==> src/hw/dps_pkg.sv <==
// Package for the semaphore port controller: pin struct, commands, timing
package dps_pkg;
  localparam int          FLAG_COUNT    = 8;
  localparam int          IDX_W         = 3;
  localparam int          DATA_W        = 16;
  // Pin phase lengths in ns and cycles at 100 MHz
  localparam int          CLK_PERIOD_NS = 10;
  localparam int          STROBE_NS     = 60;
  localparam int          GAP_NS        = 20;
  localparam int          STROBE_CYC    = (STROBE_NS + CLK_PERIOD_NS - 1) / CLK_PERIOD_NS;
  localparam int          GAP_CYC       = (GAP_NS + CLK_PERIOD_NS - 1) / CLK_PERIOD_NS;
  localparam int          CNT_W         = 4;
  localparam logic [CNT_W-1:0] STROBE_LEN = CNT_W'(STROBE_CYC);
  localparam logic [CNT_W-1:0] GAP_LEN    = CNT_W'(GAP_CYC);
  // Read sample point: next-to-last cycle of the strobe
  localparam logic [CNT_W-1:0] SAMPLE_AT  = 4'h1;
  localparam logic [DATA_W-1:0] DATA_RST  = 16'hFFFF;

  typedef enum logic [1:0] {
    CMD_CLAIM   = 2'h0,
    CMD_RELEASE = 2'h1,
    CMD_POLL    = 2'h2,
    CMD_INIT    = 2'h3
  } dps_cmd_e;

  // Port pins toward the device; the strobes are active low, d0_oe is active high
  typedef struct packed {
    logic             token_space_select_n;
    logic             oe_n;
    logic             rw_n;
    logic [IDX_W-1:0] flag_index_bits;
    logic             d0;
    logic             d0_oe;
  } dps_pins_s;
endpackage

==> src/hw/dps_sem_host.sv <==
// Controller that claims, polls and releases semaphore flags over one port
// How it works
// - Claim writes zero then reads back
// - Failed claim polls or writes one
// - Drop select between repeated reads
// - Write one to all flags at init
`timescale 1ns/1ps
module dps_sem_host
  import dps_pkg::*;
(
  // Clock and reset
  input  wire logic              CLOCK,
  input  wire logic              SRST,
  // User command port
  input  wire logic              CMD_VALID,
  input  wire dps_cmd_e          CMD_OP,
  input  wire logic [IDX_W-1:0]  CMD_INDEX,
  input  wire logic              CMD_RETRY,
  output logic                   CMD_READY,
  output logic                   DONE,
  output logic                   GRANTED,
  // Device port pins
  output dps_pins_s              PINS,
  input  wire logic [DATA_W-1:0] DATA_IN
);

  typedef enum logic [5:0] {
    ST_IDLE   = 6'b000001,
    ST_WRITE  = 6'b000010,
    ST_WGAP   = 6'b000100,
    ST_READ   = 6'b001000,
    ST_RGAP   = 6'b010000,
    ST_FINISH = 6'b100000
  } dps_state_e;

  dps_state_e        state_q;
  dps_cmd_e          op_q;
  logic [IDX_W-1:0]  idx_q;
  logic              retry_q;
  logic              wbit_q;
  logic [CNT_W-1:0]  cnt_q;
  logic [IDX_W:0]    init_left_q;
  logic [DATA_W-1:0] din_s1_q, din_s2_q, din_s3_q;
  logic [DATA_W-1:0] din_ok_q;
  logic              owned;
  logic              cnt_zero;
  logic              take;
  logic              more_init;
  logic              write_end;
  logic              wgap_end;
  logic              read_end;
  logic              rgap_end;

  assign cnt_zero  = (cnt_q == '0);
  assign take      = (state_q == ST_IDLE) && CMD_VALID;
  assign more_init = (op_q == CMD_INIT) && (init_left_q != '0);
  assign write_end = (state_q == ST_WRITE) && cnt_zero;
  assign wgap_end  = (state_q == ST_WGAP) && cnt_zero;
  assign read_end  = (state_q == ST_READ) && cnt_zero;
  assign rgap_end  = (state_q == ST_RGAP) && cnt_zero;
  assign owned     = (din_ok_q == '0);

  // Pin data passes three stages
  always_ff @(posedge CLOCK) begin
    if (SRST) begin
      din_s1_q <= DATA_RST;
      din_s2_q <= DATA_RST;
      din_s3_q <= DATA_RST;
    end else begin
      din_s1_q <= DATA_IN;
      din_s2_q <= din_s1_q;
      din_s3_q <= din_s2_q;
    end
  end

  // A new bus value counts once stages two and three agree
  always_ff @(posedge CLOCK) begin
    if (SRST) begin
      din_ok_q <= DATA_RST;
    end else if (din_s2_q == din_s3_q) begin
      din_ok_q <= din_s3_q;
    end
  end

  // Phase counter; each phase reloads it on entry
  always_ff @(posedge CLOCK) begin
    if (SRST) begin
      cnt_q <= '0;
    end else if (take || wgap_end || rgap_end) begin
      cnt_q <= STROBE_LEN;
    end else if (write_end || read_end) begin
      cnt_q <= GAP_LEN;
    end else if (!cnt_zero) begin
      cnt_q <= cnt_q - 4'h1;
    end
  end

  // Sequencer
  always_ff @(posedge CLOCK) begin
    if (SRST) begin
      state_q <= ST_IDLE;
    end else begin
      case (state_q)
        ST_IDLE: begin
          if (CMD_VALID) state_q <= (CMD_OP == CMD_POLL) ? ST_READ : ST_WRITE;
        end
        ST_WRITE: if (cnt_zero) state_q <= ST_WGAP;
        ST_WGAP: begin
          if (cnt_zero) begin
            if (more_init) begin
              state_q <= ST_WRITE;
            end else if (op_q == CMD_CLAIM) begin
              state_q <= ST_READ;
            end else begin
              state_q <= ST_FINISH;
            end
          end
        end
        ST_READ: if (cnt_zero) state_q <= ST_RGAP;
        ST_RGAP: begin
          if (cnt_zero) begin
            if (GRANTED || op_q == CMD_POLL) begin
              state_q <= ST_FINISH;
            end else if (retry_q) begin
              // keep polling; no bound, a flag never freed keeps us busy
              state_q <= ST_READ;
            end else begin
              state_q <= ST_WRITE;
            end
          end
        end
        ST_FINISH: state_q <= ST_IDLE;
        default:   state_q <= ST_IDLE;
      endcase
    end
  end

  // Command fields; a failed claim without retry turns into a release
  always_ff @(posedge CLOCK) begin
    if (SRST) begin
      op_q    <= CMD_POLL;
      retry_q <= 1'b0;
      wbit_q  <= 1'b1;
    end else if (take) begin
      op_q    <= CMD_OP;
      retry_q <= CMD_RETRY;
      wbit_q  <= (CMD_OP == CMD_CLAIM) ? 1'b0 : 1'b1;
    end else if (rgap_end && !GRANTED && op_q == CMD_CLAIM && !retry_q) begin
      op_q    <= CMD_RELEASE;
      wbit_q  <= 1'b1;
    end
  end

  // Flag index; init walks all eight flags
  always_ff @(posedge CLOCK) begin
    if (SRST) begin
      idx_q       <= '0;
      init_left_q <= '0;
    end else if (take) begin
      idx_q       <= (CMD_OP == CMD_INIT) ? '0 : CMD_INDEX;
      init_left_q <= (IDX_W+1)'(FLAG_COUNT - 1);
    end else if (wgap_end && more_init) begin
      idx_q       <= idx_q + 1'b1;
      init_left_q <= init_left_q - 1'b1;
    end
  end

  // Outcome of the last readback; write-only commands clear it
  always_ff @(posedge CLOCK) begin
    if (SRST) begin
      GRANTED <= 1'b0;
    end else if (state_q == ST_READ && cnt_q == SAMPLE_AT) begin
      // sample late in the latched read
      GRANTED <= owned;
    end else if (wgap_end && !more_init && op_q != CMD_CLAIM) begin
      GRANTED <= 1'b0;
    end
  end

  // Pin drive; array select never used, so array untouched
  always_ff @(posedge CLOCK) begin
    if (SRST) begin
      PINS      <= '{token_space_select_n: 1'b1, oe_n: 1'b1, rw_n: 1'b1,
                     flag_index_bits: '0, d0: 1'b1, d0_oe: 1'b0};
      CMD_READY <= 1'b0;
      DONE      <= 1'b0;
    end else begin
      // select low only during a strobe
      PINS.token_space_select_n <= !(state_q == ST_WRITE || state_q == ST_READ);
      PINS.oe_n                 <= (state_q != ST_READ);
      PINS.rw_n                 <= (state_q != ST_WRITE);
      PINS.flag_index_bits      <= idx_q;
      // only data bit zero is driven
      PINS.d0                   <= wbit_q;
      PINS.d0_oe                <= (state_q == ST_WRITE);
      CMD_READY                 <= (state_q == ST_IDLE) && !CMD_VALID;
      DONE                      <= (state_q == ST_FINISH);
    end
  end

endmodule // dps_sem_host

==> config.mk <==
export PLATFORM = sky130hd
export DESIGN_NAME = dps_sem_host
export DESIGN_NICKNAME = d
export VERILOG_FILES = /design/src/hw/dps_pkg.sv /design/src/hw/dps_sem_host.sv
export SDC_FILE = /design/constraint.sdc
export NUM_CORES = 1
export LEC_CHECK = 0
export ABC_CLOCK_PERIOD_IN_PS = 5300
export BUFFER_PORTS_ARGS = -buffer_cell sky130_fd_sc_hd__buf_2
export CORE_MARGIN = 2
export CORE_UTILIZATION = 40
export CTS_CLUSTER_DIAMETER = 80
export CTS_CLUSTER_SIZE = 16
export DETAILED_ROUTE_END_ITERATION = 7
export MAX_ROUTING_LAYER = met4
export PLACE_DENSITY = 0.65
export SLEW_MARGIN = 10
export SYNTH_ARGS = -nofsm -noshare
export SYNTH_HDL_FRONTEND = slang
export SYNTH_SLANG_ARGS = --single-unit
==> constraint.sdc <==
create_clock -name CLOCK -period 5.3 [get_ports CLOCK]
set_input_delay 0 -clock CLOCK [delete_from_list [all_inputs] [get_ports CLOCK]]
set_output_delay 0 -clock CLOCK [all_outputs]
set_load 0.005 [all_outputs]
==> impl_metrics.tcl, run 1 <==
set metrics [dict create \
    outcome "completed" \
    synth_fa_ha_area_share_pct 0.713 \
    initial_utilization_pct 40.8 \
    wl_per_cell_um 11.7 \
    layout_common_cells "96 x dfxtp_1, 50 x or2_2, 35 x buf_2" \
    hold_path.class "input port to register" \
    drive_above_1_share_pct 26.1 \
    p_sw_share_pct 29.3 \
    cp_max_fo 8 \
    rows 34 \
    hpwl_um 3780 \
    grt_max_degree 111 \
    synth.avg_cell_area_um2 9.80 \
    powerDensity_nw_per_um2 382 \
    fill_cells 803 \
    p_sw_mw 0.463 \
    required_ns 5.56 \
    fin_util_pct 48.2 \
    design.portCount 36 \
    holdPathStages 3 \
    drt-pass1-iter-count 6 \
    post-place-cells 482 \
    worst_pin_slew_ns 0.925 \
    routed_wl_um 6080 \
    core_region_area_um2 8590 \
    fp.dieW_um 97.7 \
    diodes 0 \
    areaGrowthSynthToFinish_pct 18.0 \
    max_cap_violations 0 \
    arrival_ns 2.46 \
    route.detailed.drc 0 \
    syn_inst 358 \
    crit_type "register to register" \
    finalClockSkew_ns 0.0115 \
    synth.mux.area_fraction_pct 0 \
    root_buffer "clkbuf_8" \
    grt_pass1_vias 2308 \
    sequentialPowerShare_pct 52.8 \
    p_leak_nw 1.53 \
    rr_worst_depth 5 \
    setup.worst_path.start_class "register" \
    worstSkewPairLatency_ns 0.35 \
    htreeDepth 3 \
    gp_congestion 0.816 \
    routed_via_density 4.82 \
    internal_power_mw 1.12 \
    cts_tree "done" \
    synth_nets 385 \
    ir_drop_v 0.000192 \
    period_needed_ns 2.21 \
    min-delay-start "CMD_INDEX[0]" \
    hold_viol 0 \
    rr_startpoint "state_q[2]" \
    ys_seq_area_share_pct 54.8 \
    grt_usage_pct 13.5 \
    yosys_warnings 0 \
    place_area_um2 3740 \
    overflow 0 \
    grt_pass1_wl_um 10200 \
    antenna_found_initial 0 \
    layout.nets 434 \
    fmax_mhz 453 \
    synth_cell_types 43 \
    min_to "idx_q[0]" \
    max_slew_margin_pct 38.4 \
    fin_cells 518 \
    numCtsBuffers 9 \
    cts.repair.resized 0 \
    fin_area_um2 4140 \
    layout_commonest_cell "dfxtp_1" \
    fin_setup_tns_ns 0 \
    cp-startpoint "state_q[2]" \
    synth-seq-cells 96 \
    setup_viol 0 \
    path_clk_slew_ns 0.09 \
    die_area_um2 9540 \
    drtIter0Drc 68 \
    die-height_um 97.7 \
    r2r_end "idx_q[0]" \
    end_kind "register" \
    clock_path_buffers 2 \
    synth_xor_area_share_pct 5.24 \
    period_share_pct 41.6 \
    rrSetupSlack_ns 3.09 \
    port_buffers 35 \
    synth_top_family_by_area "simple AND/OR/NAND/NOR gates" \
    synth-compound-area-share_pct 8.09 \
    p_comb_share_pct 18.7 \
    post_cts_buffers 0 \
    ctsHoldBuffers 22 \
    rsz0062_at_grt "false" \
    num_vias 2498 \
    synthesis.area_um2 3510 \
    clkSinkCount 96 \
    ant_nets 0 \
    synth-simple-area-share_pct 27.7 \
    p_clk_share_pct 28.5 \
    drv_slew 0 \
]
==> power groups by stage <==
stage	sequential [mW]	clock, mW	combinational [mW]
final	0.834	0.450	0.296
after global routing	0.843	0.502	0.329
after CTS	0.834	0.470	0.296
after detailed placement	0.851	0	0.282
after global placement	0.848	0	0.276
after floorplan	0.834	0	0.231
==> cells in the mapped netlist <==
cell	n	area share (%)
dfxtp_1	96	55
or2_2	50	8.9
nor2_1	29	3.1
nor3_1	26	3.7
a21oi_1	24	3.4
xor2_1	19	4.7
clkbuf_1	17	1.8
nor4_1	10	1.8
nand3_1	9	1.3
nand2_1	8	0.86
inv_1	7	0.75
nand3b_1	7	1.5
nor2b_1	6	1.1
o21ai_0	5	0.71
nor4b_1	4	1.0
a211oi_1	3	0.64
a31oi_1	2	0.36
and2_1	2	0.36
and3_1	2	0.36
and4b_1	2	0.57
buf_2	2	0.29
buf_6	2	0.64
ha_1	2	0.71
nand4_1	2	0.36
nor3b_1	2	0.43
or4_1	2	0.43
xnor2_1	2	0.50
a2111oi_0	1	0.25
a2111oi_4	1	0.78
a21o_1	1	0.21
a221oi_1	1	0.25
a32oi_1	1	0.25
nand2b_1	1	0.18
nor3_2	1	0.29
nor4_2	1	0.36
nor4_4	1	0.61
o21bai_1	1	0.21
o22ai_1	1	0.18
o31ai_1	1	0.21
o31ai_2	1	0.36
o32ai_1	1	0.25
or2_0	1	0.18
or4b_4	1	0.39
==> registers in the layout, indices dropped and copies added, names as in the netlist, 2 cells and up <==
name         count
din_ok_q        16
din_s1_q        16
din_s2_q        16
din_s3_q        16
PINS             8
state_q          6
cnt_q            4
init_left_q      4
idx_q            3
op_q             2
==> kinds of logic after synthesis <==
logic type	Yosys count
adders and majority gates	2
and+or+nand+nor	167
buffers and inverters	28
AOI/OAI and AO/OA	44
DFF	96
xor gates and xnor gates	21
==> layout make-up <==
class                      count  area (um^2)  area share, %
timing repair buffer          59          410           9.91
multi-input combinational    234         1470           35.4
sequential                    96         1920           46.4
clock buffer                   9          124           2.99
clock inverter                 5         60.1           1.45
tap                          108          135           3.26
inverter                       7         26.3          0.634
==> how the worst max path moves through the flow <==
stage / end / slack [ns] / depth (start not counted)
after floorplan: idx_q[0] / 3.32 / 7
after global placement: idx_q[0] / 3.16 / 5
after detailed placement: idx_q[0] / 3.08 / 5
after CTS: idx_q[0] / 3.09 / 5
after global routing: idx_q[0] / 2.99 / 5
final: idx_q[0] / 3.09 / 5
==> per-layer routing <==
metal / vias up / GRT usage, % / share of wire [%]
met5: - / - / 0
met4: 0 / 6.09 / 1.5
met3: 8 / 2.88 / 3.9
met2: 49 / 22.2 / 48
met1: 1127 / 15.9 / 47
li1: 1314 / - / -
==> worst max-delay path: stages, from the launching register on <==
cell and delay, ns:
dfxtp_1 0.48, or4b_4 0.54, nor4_4 0.37, and2_1 0.37, nor3_2 0.09, a2111oi_4 0.27
==> metrics by stage <==
step	total power [mW]	hold WS, ns	setup slack [ns]
2_1_floorplan	1.07	0.104	3.32
3_3_place_gp	1.12	0.182	3.16
3_5_place_dp	1.13	0.184	3.08
4_1_cts	1.60	0.0705	3.09
5_1_grt	1.67	0.0832	2.99
6_report	1.58	0.0874	3.09
Power figures use the tool's default switching activity.
==> run 2: changes to the inputs <==
--- a/config.mk
+++ b/config.mk
@@ -5,7 +5,8 @@
 export SDC_FILE = /design/constraint.sdc
 export NUM_CORES = 1
 export LEC_CHECK = 0
-export ABC_CLOCK_PERIOD_IN_PS = 5300
+export ABC_AREA = 1
+export ABC_CLOCK_PERIOD_IN_PS = 2200
 export BUFFER_PORTS_ARGS = -buffer_cell sky130_fd_sc_hd__buf_2
 export CORE_MARGIN = 2
 export CORE_UTILIZATION = 40
==> constraint.sdc (replaced) <==
create_clock -name CLOCK -period 2.2 [get_ports CLOCK]
set_input_delay 0 -clock CLOCK [delete_from_list [all_inputs] [get_ports CLOCK]]
set_output_delay 0 -clock CLOCK [all_outputs]
set_load 0.005 [all_outputs]
==> impl_metrics.tcl, run 2 <==
set metrics [dict create \
    htreeDepth 3 \
    synth_xor_area_share_pct 4.45 \
    ant_nets 0 \
    min-delay-start "CMD_INDEX[2]" \
    rows 35 \
    numCtsBuffers 9 \
    rsz0062_at_grt "false" \
    fmax_mhz 635 \
    yosysTopAreaCellShare_pct 51.4 \
    cts_tree "done" \
    die-height_um 101 \
    grt_pass1_vias 2749 \
    holdPathStages 5 \
    arrival_ns 1.89 \
    synth.mux.area_fraction_pct 0 \
    synth_top_family_by_area "simple AND/OR/NAND/NOR gates" \
    gp_congestion 0.817 \
    path_clk_slew_ns 0.10 \
    synth.avg_cell_area_um2 8.59 \
    ys_top_cells_by_count "96 x dfxtp_1, 55 x nand3_1, 54 x nand2_1, 49 x nor2_1, 49 x or2_2" \
    grt_max_degree 46 \
    fin_util_pct 48.0 \
    yosys-top-cells-area "dfxtp_1 51%, or2_2 8.2%, nand3_1 7.4%" \
    hpwl_um 4570 \
    top_layer "met4" \
    num_vias 2833 \
    port_buffers 35 \
    period_needed_ns 1.58 \
    hold_path.class "input port to register" \
    synth_cell_types 30 \
    drv_slew 0 \
    design.portCount 36 \
    drtIter0Drc 95 \
    wl_per_cell_um 10.9 \
    die_area_um2 10100 \
    wl_met2_um 3270 \
    crit_type "register to register" \
    synthFlopType "dfxtp_1" \
    hold_viol 0 \
    period_share_pct 71.6 \
    end_kind "register" \
    ir_drop_v 0.000512 \
    ys_seq_area_share_pct 51.4 \
    initial_utilization_pct 40.8 \
    worst_pin_slew_ns 0.469 \
    layout_commonest_cell "dfxtp_1" \
    synth-seq-cells 96 \
    synth_top_area_cell "dfxtp_1" \
    rrSetupSlack_ns 0.62 \
    max_slew_margin_pct 68.7 \
    cts.repair.resized 0 \
    m1WireLength_um 2960 \
    worstSkewPairLatency_ns 0.36 \
    max_cap_violations 0 \
    yosys_warnings 0 \
    synth_edf_count 0 \
    routed_wl_um 6610 \
    outcome "completed" \
    clock_path_buffers 2 \
    finalClockSkew_ns 0.00693 \
    fin_setup_tns_ns 0 \
    setup.worst_path.start_class "register" \
    routed_via_density 4.67 \
    layout.nets 517 \
    rr_worst_depth 8 \
    cp_max_fo 4 \
    synth_nets 462 \
    layout_common_cells "96 x dfxtp_1, 55 x nand3_1, 54 x nand2_1" \
    yosysMostFrequentCell "dfxtp_1" \
    synth-simple-area-share_pct 33.2 \
    overflow 0 \
    areaGrowthSynthToFinish_pct 17.6 \
    syn_inst 435 \
    root_buffer "clkbuf_8" \
    grt_pass1_wl_um 11600 \
    clkSinkCount 96 \
    r2r_end "state_q[5]" \
    async_flop_share_pct 0 \
    drt-pass1-iter-count 5 \
    synth-compound-area-share_pct 4.32 \
    powerDensity_nw_per_um2 1000 \
    route.detailed.drc 0 \
    setup_viol 0 \
    required_ns 2.51 \
    diodes 0 \
    synthesis.area_um2 3740 \
    antenna_found_initial 0 \
    drive_above_1_share_pct 26.3 \
    grt_usage_pct 14.8 \
    synth_fa_ha_area_share_pct 0.670 \
    rr_startpoint "init_left_q[0]" \
    core_region_area_um2 9150 \
    p_leak_nw 1.91 \
    min_to "idx_q[2]" \
    fp.dieW_um 101 \
    wl_met3_um 283 \
]
run 2: cell count changes after synthesis, moves of 8 or more:
| cell | change |
|---|---|
| nand2_1 | +46 |
| nand3_1 | +46 |
| nor2_1 | +20 |
| clkbuf_1 | -8 |
| inv_1 | +26 |
| nor3_1 | -25 |
| a21oi_1 | -17 |
run 2: worst max-delay path, stage by stage, from the launching register on:
cell	delay, ns
dfxtp_1	0.32
inv_1	0.10
ha_1	0.20
nand3_1	0.09
nand3_1	0.17
o21ai_0	0.17
o21ai_0	0.26
nand4_1	0.13
inv_1	0.07
run 2: worst max path at each step:
stage | cells after the start | start | end
after floorplan | 10 | init_left_q[0] | idx_q[0]
after global placement | 6 | cnt_q[1] | GRANTED
after detailed placement | 10 | init_left_q[0] | idx_q[1]
after CTS | 10 | init_left_q[0] | idx_q[1]
after global routing | 6 | cnt_q[2] | GRANTED
final | 8 | init_left_q[0] | state_q[5]
run 2: layout make-up:
class	count	area (um^2)
multi-input combinational	287	1590
sequential	96	1920
timing repair buffer	60	413
inverter	36	135
fill	869	4760
clock inverter	6	55.1
tap	111	139
clock buffer	10	138
run 2: routing by layer:
metal | vias up | global-route usage, %
met5 | - | -
met4 | 0 | 6.53
met3 | 13 | 4.58
met2 | 62 | 24.7
met1 | 1268 | 16.3
li1 | 1490 | -
run 2: stage by stage:
stage          instances  area [um^2]  setup slack (ns)  hold slack, ns  total power [mW]
2_1_floorplan        435         3740             0.837           0.104              3.10
3_3_place_gp         570         4000             0.731           0.182              3.26
3_5_place_dp         570         4000             0.659           0.184              3.31
4_1_cts              606         4390             0.635         0.00307              4.46
5_1_grt              606         4390             0.503          0.0426              4.72
6_report             606         4390             0.624          0.0247              4.40
run 2: where the power goes:
group	internal (mW)	switching [mW]	total, mW
Combinational	0.462	0.761	1.22
Sequential	1.93	0.134	2.07
Clock	0.468	0.641	1.11
Total	2.87	1.54	4.40
run 2: cells by family after synthesis:
family / after synthesis
flip-flops: 96
buffers and inverters: 52
AO/OA/AOI/OAI: 27
XOR/XNOR: 19
adder cells (fa/ha/maj): 2
AND/OR/NAND/NOR: 239
run 2: what timing repair did:
item	CTS	global route
setup buffers	0	0
hold buffers	20	0
hold endpoints to repair	20	0
